===== src/common/dio_pkg.sv =====
// dio_pkg: constants of the identification and error-reporting register bank.
// assumes: one 40 MHz clock; registers reached over AXI4-Lite with 32-bit data.
`default_nettype none
package dio_pkg;
   // ==========================================================================
   // bus widths and responses
   localparam int          ADDR_W        = 16;
   localparam int          DATA_W        = 32;
   localparam logic [1:0]  RESP_OKAY     = 2'h0;
   localparam logic [1:0]  RESP_SLVERR   = 2'h2;
   localparam logic [1:0]  RESP_DECERR   = 2'h3;

   // ==========================================================================
   // object indices and their byte addresses (four bytes per index)
   localparam logic [ADDR_W-1:0] IDX_DEV_TYPE  = 16'h1000;
   localparam logic [ADDR_W-1:0] IDX_ERR_SUM   = 16'h1001;
   localparam logic [ADDR_W-1:0] IDX_ERR_HIST  = 16'h1003;
   localparam logic [ADDR_W-1:0] ADDR_DEV_TYPE = ADDR_W'({IDX_DEV_TYPE, 2'h0});
   localparam logic [ADDR_W-1:0] ADDR_ERR_SUM  = ADDR_W'({IDX_ERR_SUM, 2'h0});
   localparam logic [ADDR_W-1:0] ADDR_ERR_HIST = ADDR_W'({IDX_ERR_HIST, 2'h0});
   // history sub-entry k sits at HIST_SUB_BASE + 4*k, k = 0..8
   localparam logic [ADDR_W-1:0] HIST_SUB_BASE = 16'h6000;
   localparam logic [ADDR_W-1:0] ADDR_IRQ_STAT = 16'h7000;
   localparam logic [ADDR_W-1:0] ADDR_IRQ_CLR  = 16'h7004;
   localparam logic [ADDR_W-1:0] ADDR_IRQ_EN   = 16'h7008;

   // ==========================================================================
   // device-type word
   localparam logic [7:0]  MOTOR_BLDC     = 8'h02;
   localparam logic [7:0]  MOTOR_STEPPER  = 8'h04;
   localparam logic [7:0]  MOTOR_BOTH     = 8'h06;
   localparam logic [15:0] PROFILE_NUM    = 16'h0192;

   // ==========================================================================
   // error summary bits
   localparam int          SUM_ANY        = 0;
   localparam int          SUM_AMP        = 1;
   localparam int          SUM_SUPPLY     = 2;
   localparam int          SUM_TEMP       = 3;
   localparam int          SUM_LINK       = 4;
   localparam int          SUM_PROFILE    = 5;
   localparam int          SUM_ZERO       = 6;
   localparam int          SUM_VEND       = 7;
   localparam logic [7:0]  SUM_RESET      = 8'h00;

   // ==========================================================================
   // error history
   localparam int          HIST_DEPTH     = 8;
   localparam logic [3:0]  HIST_FULL      = 4'h8;
   localparam logic [31:0] ABORT_NO_DATA  = 32'h08000024;
   localparam int          ENT_NUM_LSB    = 24;
   localparam int          ENT_CLASS_LSB  = 16;

   // ==========================================================================
   // interrupt status bits
   localparam int          IRQ_W          = 3;
   localparam int          IRQ_LOGGED     = 0;
   localparam int          IRQ_SUM_RISE   = 1;
   localparam int          IRQ_DISCARD    = 2;
endpackage
`default_nettype wire


===== src/logic/dio_ident_errors.sv =====
// dio_ident_errors: device-type word, error summary and error history stack.
// assumes: fault levels and error records come from logic on aclk; AXI4-Lite master
// keeps one write and one read under way at most.
//
// Register access over AXI4-Lite was decided locally.
`default_nettype none

module dio_ident_errors
   import dio_pkg::*;
#(
   parameter logic [7:0] MOTOR_SUPPORT = MOTOR_BOTH
)
(
   // clock and reset
   input  wire logic              aclk,
   input  wire logic              aresetn,
   // axi4-lite write address and data
   input  wire logic [ADDR_W-1:0] s_axi_awaddr,
   input  wire logic [2:0]        s_axi_awprot,
   input  wire logic              s_axi_awvalid,
   output logic                   s_axi_awready,
   input  wire logic [DATA_W-1:0] s_axi_wdata,
   input  wire logic [3:0]        s_axi_wstrb,
   input  wire logic              s_axi_wvalid,
   output logic                   s_axi_wready,
   // axi4-lite write response
   output logic [1:0]             s_axi_bresp,
   output logic                   s_axi_bvalid,
   input  wire logic              s_axi_bready,
   // axi4-lite read
   input  wire logic [ADDR_W-1:0] s_axi_araddr,
   input  wire logic [2:0]        s_axi_arprot,
   input  wire logic              s_axi_arvalid,
   output logic                   s_axi_arready,
   output logic [DATA_W-1:0]      s_axi_rdata,
   output logic [1:0]             s_axi_rresp,
   output logic                   s_axi_rvalid,
   input  wire logic              s_axi_rready,
   // fault levels, one per summary bit (bit 6 ignored)
   input  wire logic [7:0]        fault_cond,
   // error record strobe and fields
   input  wire logic              err_push,
   input  wire logic [7:0]        err_number,
   input  wire logic [7:0]        err_class,
   input  wire logic [15:0]       err_code,
   // interrupt
   output logic                   irq
);

   // ==========================================================================
   // state
   logic [7:0]        sum_r;
   logic [3:0]        count_r;
   logic [31:0]       hist_r [HIST_DEPTH];
   logic [IRQ_W-1:0]  irq_stat_r;
   logic [IRQ_W-1:0]  irq_en_r;
   logic              aw_have_r;
   logic              w_have_r;
   logic [ADDR_W-1:0] awaddr_r;
   logic [DATA_W-1:0] wdata_r;
   logic [3:0]        wstrb_r;
   logic              bvalid_r;
   logic [1:0]        bresp_r;
   logic              rvalid_r;
   logic [1:0]        rresp_r;
   logic [DATA_W-1:0] rdata_r;

   // ==========================================================================
   // device-type word and summary next value
   wire [31:0] dev_type_word = {8'h00, MOTOR_SUPPORT, PROFILE_NUM};
   wire [31:0] new_entry     = {err_number, err_class, err_code};
   wire [7:0]  sum_nxt;
   // summary follows the fault levels; bit 6 reads zero, general bit reports any fault but bit 6
   wire [7:0]  fault_seen;
   genvar gs;
   for (gs = 0; gs < 8; gs++)
   begin : g_sum
      assign fault_seen[gs] = (gs == SUM_ZERO) ? 1'b0 : fault_cond[gs];
   end
   assign sum_nxt = {fault_seen[7:1], |fault_seen};

   // ==========================================================================
   // write channel decode
   wire wr_go      = aw_have_r & w_have_r & ~bvalid_r;
   wire wa_dev     = awaddr_r == ADDR_DEV_TYPE;
   wire wa_sum     = awaddr_r == ADDR_ERR_SUM;
   wire wa_cnt     = (awaddr_r == ADDR_ERR_HIST) | (awaddr_r == HIST_SUB_BASE);
   wire wa_ent     = (awaddr_r > HIST_SUB_BASE) &
                     (awaddr_r <= HIST_SUB_BASE + ADDR_W'(4 * HIST_DEPTH)) &
                     (awaddr_r[1:0] == 2'h0);
   wire wa_istat   = awaddr_r == ADDR_IRQ_STAT;
   wire wa_iclr    = awaddr_r == ADDR_IRQ_CLR;
   wire wa_ien     = awaddr_r == ADDR_IRQ_EN;
   wire cnt_zero_w = wstrb_r[0] & (wdata_r[7:0] == 8'h00);
   wire clr_hist   = wr_go & wa_cnt & cnt_zero_w;
   wire irq_clr_go = wr_go & wa_iclr & wstrb_r[0];
   wire irq_en_go  = wr_go & wa_ien & wstrb_r[0];
   wire [1:0] bresp_nxt = (wa_dev | wa_sum | wa_ent | wa_istat) ? RESP_SLVERR :
                          wa_cnt  ? (cnt_zero_w ? RESP_OKAY : RESP_SLVERR) :
                          (wa_iclr | wa_ien) ? RESP_OKAY : RESP_DECERR;

   // ==========================================================================
   // read channel decode
   wire        rd_go     = s_axi_arvalid & ~rvalid_r;
   wire [ADDR_W-1:0] ra  = s_axi_araddr;
   wire [ADDR_W-1:0] ra_off = ADDR_W'(ra - HIST_SUB_BASE);
   wire        ra_sub    = (ra >= HIST_SUB_BASE) & (ra_off[1:0] == 2'h0) &
                           (ra_off <= ADDR_W'(4 * HIST_DEPTH));
   wire [3:0]  ra_k      = ra_off[5:2];
   wire        ra_cnt    = (ra == ADDR_ERR_HIST) | (ra_sub & (ra_k == 4'h0));
   wire        ra_ent    = ra_sub & (ra_k != 4'h0);
   wire        ra_empty  = ra_ent & (count_r == 4'h0);
   wire [2:0]  ra_slot   = 3'(ra_k - 4'h1);
   wire [31:0] rdata_nxt = (ra == ADDR_DEV_TYPE) ? dev_type_word :
                           (ra == ADDR_ERR_SUM)  ? {24'h000000, sum_r} :
                           ra_cnt   ? {28'h0000000, count_r} :
                           ra_empty ? ABORT_NO_DATA :
                           ra_ent   ? hist_r[ra_slot] :
                           (ra == ADDR_IRQ_STAT) ? {29'h0, irq_stat_r} :
                           (ra == ADDR_IRQ_EN)   ? {29'h0, irq_en_r} : 32'h00000000;
   wire        ra_known  = (ra == ADDR_DEV_TYPE) | (ra == ADDR_ERR_SUM) | ra_cnt | ra_ent |
                           (ra == ADDR_IRQ_STAT) | (ra == ADDR_IRQ_EN) | (ra == ADDR_IRQ_CLR);
   wire [1:0]  rresp_nxt = ra_empty ? RESP_SLVERR : (ra_known ? RESP_OKAY : RESP_DECERR);

   // ==========================================================================
   // bus outputs
   assign s_axi_awready = ~aw_have_r;
   assign s_axi_wready  = ~w_have_r;
   assign s_axi_bvalid  = bvalid_r;
   assign s_axi_bresp   = bresp_r;
   assign s_axi_arready = ~rvalid_r;
   assign s_axi_rvalid  = rvalid_r;
   assign s_axi_rresp   = rresp_r;
   assign s_axi_rdata   = rdata_r;

   // write address and data capture, either order
   always_ff @(posedge aclk)
   begin
      if (!aresetn)
      begin
         aw_have_r <= 1'b0;
         w_have_r  <= 1'b0;
         awaddr_r  <= 16'h0000;
         wdata_r   <= 32'h00000000;
         wstrb_r   <= 4'h0;
      end
      else
      begin
         if (s_axi_awvalid && !aw_have_r)
         begin
            aw_have_r <= 1'b1;
            awaddr_r  <= s_axi_awaddr;
         end
         else if (wr_go)
            aw_have_r <= 1'b0;
         if (s_axi_wvalid && !w_have_r)
         begin
            w_have_r <= 1'b1;
            wdata_r  <= s_axi_wdata;
            wstrb_r  <= s_axi_wstrb;
         end
         else if (wr_go)
            w_have_r <= 1'b0;
      end
   end
   // write response
   always_ff @(posedge aclk)
   begin
      if (!aresetn)
      begin
         bvalid_r <= 1'b0;
         bresp_r  <= RESP_OKAY;
      end
      else if (wr_go)
      begin
         bvalid_r <= 1'b1;
         bresp_r  <= bresp_nxt;
      end
      else if (s_axi_bready)
         bvalid_r <= 1'b0;
   end
   // read response, one cycle after the address is taken
   always_ff @(posedge aclk)
   begin
      if (!aresetn)
      begin
         rvalid_r <= 1'b0;
         rresp_r  <= RESP_OKAY;
         rdata_r  <= 32'h00000000;
      end
      else if (rd_go)
      begin
         rvalid_r <= 1'b1;
         rresp_r  <= rresp_nxt;
         rdata_r  <= rdata_nxt;
      end
      else if (s_axi_rready)
         rvalid_r <= 1'b0;
   end
   // ==========================================================================
   // summary register: follows faults, host writes never reach it
   always_ff @(posedge aclk)
   begin
      if (!aresetn)
         sum_r <= SUM_RESET;
      else
         sum_r <= sum_nxt;
   end

   // ==========================================================================
   // history stack: a push after a clear in the same cycle still lands
   wire [3:0] count_base = clr_hist ? 4'h0 : count_r;
   always_ff @(posedge aclk)
   begin
      if (!aresetn)
         count_r <= 4'h0;
      else if (err_push)
         count_r <= (count_base == HIST_FULL) ? HIST_FULL : 4'(count_base + 4'h1);
      else if (clr_hist)
         count_r <= 4'h0;
   end
   // one flop word per entry; entry 0 is position 1
   genvar gi;
   for (gi = 0; gi < HIST_DEPTH; gi++)
   begin : g_hist
      always_ff @(posedge aclk)
      begin
         if (!aresetn)
            hist_r[gi] <= 32'h00000000;
         else if (err_push)
            hist_r[gi] <= (gi == 0) ? new_entry : hist_r[(gi == 0) ? 0 : gi - 1];
         else if (clr_hist)
            hist_r[gi] <= 32'h00000000;
      end
   end

   // ==========================================================================
   // interrupts: set wins over a clear in the same cycle
   wire [IRQ_W-1:0] irq_ev;
   assign irq_ev[IRQ_LOGGED]   = err_push;
   assign irq_ev[IRQ_SUM_RISE] = |(sum_nxt & ~sum_r);
   assign irq_ev[IRQ_DISCARD]  = err_push & (count_base == HIST_FULL);
   wire [IRQ_W-1:0] irq_clr_m  = irq_clr_go ? wdata_r[IRQ_W-1:0] : '0;
   always_ff @(posedge aclk)
   begin
      if (!aresetn)
      begin
         irq_stat_r <= '0;
         irq_en_r   <= '0;
      end
      else
      begin
         irq_stat_r <= (irq_stat_r & ~irq_clr_m) | irq_ev;
         if (irq_en_go)
            irq_en_r <= wdata_r[IRQ_W-1:0];
      end
   end
   assign irq = |(irq_stat_r & irq_en_r);

   wire rd_take = s_axi_arvalid & s_axi_arready;
endmodule
`default_nettype wire


===== config.mk =====
export PLATFORM = sky130hd
export DESIGN_NAME = dio_ident_errors
export DESIGN_NICKNAME = d
export VERILOG_FILES = /design/src/common/dio_pkg.sv /design/src/logic/dio_ident_errors.sv
export SDC_FILE = /design/constraint.sdc
export NUM_CORES = 1
export LEC_CHECK = 0
export BUFFER_PORTS_ARGS = -buffer_cell sky130_fd_sc_hd__buf_2
export CAP_MARGIN = 40
export CORE_UTILIZATION = 63
export DETAILED_ROUTE_END_ITERATION = 6
export PLACE_DENSITY = 0.91
export SYNTH_ARGS = -nofsm -noshare
export SYNTH_HDL_FRONTEND = slang
export SYNTH_SLANG_ARGS = --single-unit

===== constraint.sdc =====
create_clock -name aclk -period 31.5 [get_ports aclk]
set_input_delay 9.45 -clock aclk [delete_from_list [all_inputs] [get_ports aclk]]
set_output_delay 9.45 -clock aclk [all_outputs]
set_load 0.01 [all_outputs]

# Word level (Yosys, flattened, before mapping)
# Memories as Yosys holds them, arrays and structs flattened.
# Cells that the tools add are included.
dict set report word_totals {
  regBits 83
  ramBits 256
  in_bits 122
  output_inout_bits 42
  wordCells 158
  memories 1
}
dict set report classes {
  addsub 3
  magnitude_cmp 4
  eq_ne 14
  n_mux 48
  n_bitwise 56
  reduce_logical 17
}
# memory words word_bits read_ports rd_clocked_by_memory_dff write_ports line_no
set mem_list {}
lappend mem_list {hist_r 8 32 8 0 8 dio_ident_errors.sv:54} ;# logic [31:0] hist_r [HIST_DEPTH];
# cell count
set op_table {}
lappend op_table {{2-to-1 mux 32 bit} 21}
lappend op_table {{equality test 16 x 15 -> 1 bit (second input constant)} 13}
lappend op_table {{OR 1 bit} 28}
lappend op_table {{AND 1 bit} 18}
lappend op_table {{greater-or-equal comparator 16 x 15 -> 1 bit (second input constant)} 1}
lappend op_table {{greater-than comparator 16 x 15 -> 1 bit (second input constant)} 1}
lappend op_table {{<= comparator 16 x 15 -> 1 bit (second input constant)} 1}
lappend op_table {{<= comparator 16 x 6 -> 1 bit (second input constant)} 1}
lappend op_table {{subtractor 16 x 15 -> 16 bit (second input constant)} 1}
lappend op_table {{2-to-1 mux 1 bit} 15}
lappend op_table {{2-to-1 mux 2 bit} 6}
lappend op_table {{2-to-1 mux 4 bit} 3}
lappend op_table {{2-to-1 mux 3 bit} 3}
lappend op_table {{AND 8 bit} 1}
lappend op_table {{logical NOT 4 bit} 2}
lappend op_table {{logical NOT 8 bit} 1}
lappend op_table {{inverter 8 bit} 1}
lappend op_table {{nonzero test 2 bit} 4}
lappend op_table {{OR reduction 8 bit} 1}
lappend op_table {{OR reduction 7 bit} 1}
lappend op_table {{AND 3 bit} 2}
lappend op_table {{adder 4 x 1 -> 4 bit (second input constant)} 1}
lappend op_table {{equality test 4 bit (second input constant)} 1}
lappend op_table {{logical NOT 2 bit} 2}
lappend op_table {{other kinds (8)} 13}

# Depth between registers and ports, before layout
dict set report logic_depth {
  word_depth 13
  mapped_depth 12
  mapped_depth_nobuf 10
}

# Least setup slack after synthesis
# Ideal clock, no wire load.
dict set report synth_timing {
  path_kind {input -> register}
  startpoint {input port aresetn}
  endpoint {memory hist_r[0][0] (enable)}
  setup_ns 2.309
  arrival_ns 15.242
  t_required_ns 29.191
  slack_ns 13.949
  path_stages 4
  path_buffers 3
  cell_sequence {clkbuf_1 clkbuf_1 clkbuf_1 nand3_1}
}
# element line_no
set synth_lines {}
lappend synth_lines {{start: declaration} dio_ident_errors.sv:16} ;# input wire logic aresetn,
lappend synth_lines {{end: declaration} dio_ident_errors.sv:54}

==> impl_metrics.prom <==
# TYPE chip_impl_metric gauge
chip_impl_metric{name="total_number_of_placement_rows",unit=""} 56
chip_impl_metric{name="postSynth.asyncResetShare",unit="%"} 0
chip_impl_metric{name="synthesis.area_per_instance",unit="um2"} 13.1
chip_impl_metric{name="diodes",unit=""} 0
chip_impl_metric{name="syn-cell-area",unit="um2"} 15100
chip_impl_metric{name="critPathRequiredTime",unit="ns"} 31.64
chip_impl_metric{name="routed_via_density",unit=""} 6.43
chip_impl_metric{name="setup-violations-final",unit=""} 0
chip_impl_metric{name="synth_enable_flop_cells",unit=""} 256
chip_impl_info{name="most_frequent_cell_on_the_critical_path",value="sky130_fd_sc_hd__buf_4"} 1
chip_impl_metric{name="firstDrtPassIters",unit=""} 5
chip_impl_info{name="synth-main-ff-cell",value="sky130_fd_sc_hd__edfxtp_1"} 1
chip_impl_info{name="critical_path_class",value="input port to flop"} 1
chip_impl_metric{name="syn-num-nets",unit=""} 1285
chip_impl_metric{name="cts_repair_resize_count",unit=""} 0
chip_impl_metric{name="fin_worst_skew",unit="ns"} 0.0187
chip_impl_metric{name="synth-warning-count",unit=""} 0
chip_impl_metric{name="post_synth_inst_count",unit=""} 1156
chip_impl_metric{name="wire_per_inst",unit="um"} 20.9
chip_impl_metric{name="p_int",unit="W"} 0.000747
chip_impl_metric{name="dpl_hpwl",unit="mm"} 20.0
chip_impl_metric{name="clock_sink_count",unit=""} 338
chip_impl_info{name="layout_commonest_cell",value="sky130_fd_sc_hd__and3_1"} 1
chip_impl_metric{name="timing.setup.tns",unit="ns"} 0
chip_impl_metric{name="global_route_wire_length_before_repair",unit="mm"} 51.0
chip_impl_metric{name="postCtsHoldBufs",unit=""} 0
chip_impl_metric{name="gp_congestion",unit=""} 0.826
chip_impl_metric{name="numCtsBuffers",unit=""} 34
chip_impl_metric{name="worst_ir_drop_vdd",unit="mV"} 0.0451
chip_impl_metric{name="final_core_utilization",unit="%"} 72.6
chip_impl_metric{name="route.detailed.drc",unit=""} 0
chip_impl_metric{name="p_sw_share",unit="%"} 23.7
chip_impl_metric{name="power_per_cell_area",unit="nW/um2"} 57.4
chip_impl_metric{name="dpl.cell_count",unit=""} 1523
chip_impl_metric{name="htree_levels",unit=""} 2
chip_impl_metric{name="timing.final.crit_period",unit="ns"} 11.81
chip_impl_metric{name="start_util",unit="%"} 64.4
chip_impl_metric{name="layout.nets",unit=""} 1369
chip_impl_info{name="cts_tree",value="yes"} 1
chip_impl_metric{name="die_w",unit="um"} 157
chip_impl_metric{name="cts_buffer_depth",unit=""} 3
chip_impl_info{name="hold_path_class",value="flop to flop"} 1
chip_impl_metric{name="antenna_found_initial",unit=""} 0
chip_impl_metric{name="yosys.cell_types.count",unit=""} 62
chip_impl_metric{name="cts_setup_buffers",unit=""} 0
chip_impl_metric{name="power_frac_seq",unit="%"} 53.3
chip_impl_metric{name="track_usage",unit="%"} 27.2
chip_impl_metric{name="clk_pin_slew_worst_paths",unit="ns"} 0.06
chip_impl_metric{name="syn2layout_area_growth",unit="%"} 12.8
chip_impl_metric{name="worst_pin_slew",unit="ns"} 0.873
chip_impl_metric{name="critical_path_max_stage_delay",unit="ns"} 0.64
chip_impl_metric{name="final_hold_viol_count",unit=""} 0
chip_impl_info{name="grt_setup_unrepaired",value="false"} 1
chip_impl_metric{name="drv_cap",unit=""} 0
chip_impl_metric{name="placeableCoreArea",unit="um2"} 23500
chip_impl_metric{name="die_height",unit="um"} 157
chip_impl_metric{name="power.leakage",unit="nW"} 7.51
chip_impl_metric{name="clock.fmax",unit="MHz"} 84.6
chip_impl_info{name="result_of_the_run",value="complete, no violations"} 1
chip_impl_metric{name="reg2reg_slack",unit="ns"} 27.74
chip_impl_info{name="critical_path.endpoint",value="hist_r[7][7]"} 1
chip_impl_metric{name="clkLatencyLatePin",unit="ns"} 0.52
chip_impl_info{name="cts.root.buffer_cell",value="sky130_fd_sc_hd__clkbuf_16"} 1
chip_impl_metric{name="hold_slack",unit="ns"} 0.458
chip_impl_metric{name="timing.final.max_slew_violations",unit=""} 0
chip_impl_metric{name="timing.critical_path.arrival",unit="ns"} 11.95
chip_impl_metric{name="power.clock.fraction",unit="%"} 37.7
chip_impl_metric{name="crit_fanout",unit=""} 105
chip_impl_metric{name="final_antenna_net_count",unit=""} 0
chip_impl_info{name="crit_path_start",value="err_push"} 1
chip_impl_metric{name="routed-via-count",unit=""} 10185
chip_impl_metric{name="grt_remaining_overflow",unit=""} 0
chip_impl_metric{name="first_global_vias",unit=""} 9352
chip_impl_metric{name="routed_wirelength",unit="mm"} 33.2
chip_impl_info{name="critical_path.endpoint_type",value="flop"} 1
chip_impl_metric{name="max_slew_margin",unit="%"} 41.8
chip_impl_metric{name="grt_start_max_net_pins",unit=""} 154
chip_impl_info{name="startpoint_type",value="input port"} 1
chip_impl_metric{name="drt-initial-drc-count",unit=""} 1327
chip_impl_info{name="final_cell_mix",value="sky130_fd_sc_hd__and3_1, sky130_fd_sc_hd__edfxtp_1, sky130_fd_sc_hd__buf_2"} 1
chip_impl_metric{name="post_route_cells_drive_above_1_share",unit="%"} 21.3
chip_impl_metric{name="synth.ff_latch_count",unit=""} 338
chip_impl_metric{name="total_power",unit="W"} 0.000979
chip_impl_info{name="slowest_stage",value="sky130_fd_sc_hd__buf_4"} 1
chip_impl_metric{name="port_buffers",unit=""} 129
chip_impl_info{name="crit_chain",value="buf_4, inv_1, nand3_4, buf_4, buf_16, buf_4"} 1
chip_impl_metric{name="top_level_ports",unit=""} 164
chip_impl_metric{name="total_switching_power",unit="W"} 0.000232
chip_impl_metric{name="r2r.worst_path.cells",unit=""} 7
chip_impl_metric{name="period_share",unit="%"} 37.5
chip_impl_metric{name="die-area",unit="um2"} 24600
chip_impl_metric{name="instances_no_fill",unit=""} 1585
chip_impl_info{name="critical_path.reg2reg.startpoint",value="wdata_r[2]"} 1
chip_impl_metric{name="synth-seq-area-share",unit="%"} 61.7
chip_impl_metric{name="share_comb_of_total_power",unit="%"} 9.0
chip_impl_info{name="rr_endpoint",value="hist_r[7][7]"} 1
==> registers in the layout, summed over array words and instances, names as in the netlist <==
signal,count
hist_r,256
s_axi_rdata,32
awaddr_r,16
wdata_r,8
sum_r,7
count_r,4
irq_en_r,3
irq_stat_r,3
s_axi_bresp,2
s_axi_rresp,2
aw_have_r,1
s_axi_bvalid,1
s_axi_rvalid,1
w_have_r,1
wstrb_r,1
==> Yosys cell counts (all sizes together) (7+ instances only) <==
| cell type | n | area [um2] |
|---|---|---|
| o21ai | 42 | 210 |
| buf | 13 | 76.3 |
| nor4 | 7 | 58.8 |
| nand2 | 98 | 370 |
| inv | 16 | 60.1 |
| nor2 | 33 | 126 |
| nor3 | 7 | 40.0 |
| dfxtp | 82 | 1640 |
| and3 | 258 | 1610 |
| mux2i | 33 | 330 |
| nand3 | 12 | 65.1 |
| ha | 7 | 87.6 |
| edfxtp | 256 | 7690 |
| mux4 | 64 | 1440 |
| clkbuf | 86 | 323 |
| and2 | 25 | 156 |
| a21oi | 47 | 235 |
==> cells by family after synthesis <==
logic type	synth area share (%)
compound gates	5.07
flops	61.7
buf+inv	3.06
simple gates	17.5
fa+ha+maj	0.579
mux	11.8
xor+xnor	0.232
==> metrics by stage <==
stage / setup WS, ns / instance area, um2
2_1_floorplan: 13.95 / 15100
3_3_place_gp: 18.93 / 15900
3_5_place_dp: 19.25 / 16100
4_1_cts: 19.74 / 17100
5_1_grt: 19.57 / 17100
6_report: 19.69 / 17100
==> critical path: cells and delay by family <==
family | cells | cell delay (ns)
buf+inv | 5 | 2.29
simple gates | 1 | 0.11
==> power by group through the flow <==
stage,registers (W),clock network [W],logic (W)
global placement,0.000527,0,0.0000806
floorplan,0.000526,0,0.0000599
CTS,0.000521,0.000374,0.0000879
global route,0.000524,0.000390,0.0000946
finish,0.000522,0.000369,0.0000882
detailed placement,0.000530,0,0.0000869
==> layout make-up <==
class	count	area, um2
clock buffer	50	912
clock inverter	12	77.6
fill	1419	6420
inverter	17	63.8
multi-input combinational	702	5360
sequential	338	9330
tap	319	399
timing repair buffer	147	912
==> routing by layer <==
| metal | GRT usage (%) | wire [um] | vias to the layer above | share of wire, % |
|---|---|---|---|---|
| li1 | - | - | 4576 | - |
| met1 | 39.3 | 13500 | 5022 | 41 |
| met2 | 42.8 | 16200 | 536 | 49 |
| met3 | 4.98 | 2870 | 51 | 8.6 |
| met4 | 7.33 | 561 | 0 | 1.7 |
| met5 | 0 | 0 | - | 0 |
==> how the worst min path moves through the flow <==
stage | endpoint | from | cells past startpoint | slack (ns)
2_1_floorplan | awaddr_r[11] | awaddr_r[11] | 2 | 0.43
6_report | awaddr_r[0] | awaddr_r[0] | 2 | 0.46
3_3_place_gp | awaddr_r[11] | awaddr_r[11] | 2 | 0.44
5_1_grt | awaddr_r[0] | awaddr_r[0] | 2 | 0.48
3_5_place_dp | awaddr_r[11] | awaddr_r[11] | 2 | 0.44
4_1_cts | awaddr_r[0] | awaddr_r[0] | 2 | 0.46
Power figures use the tool's default switching activity.
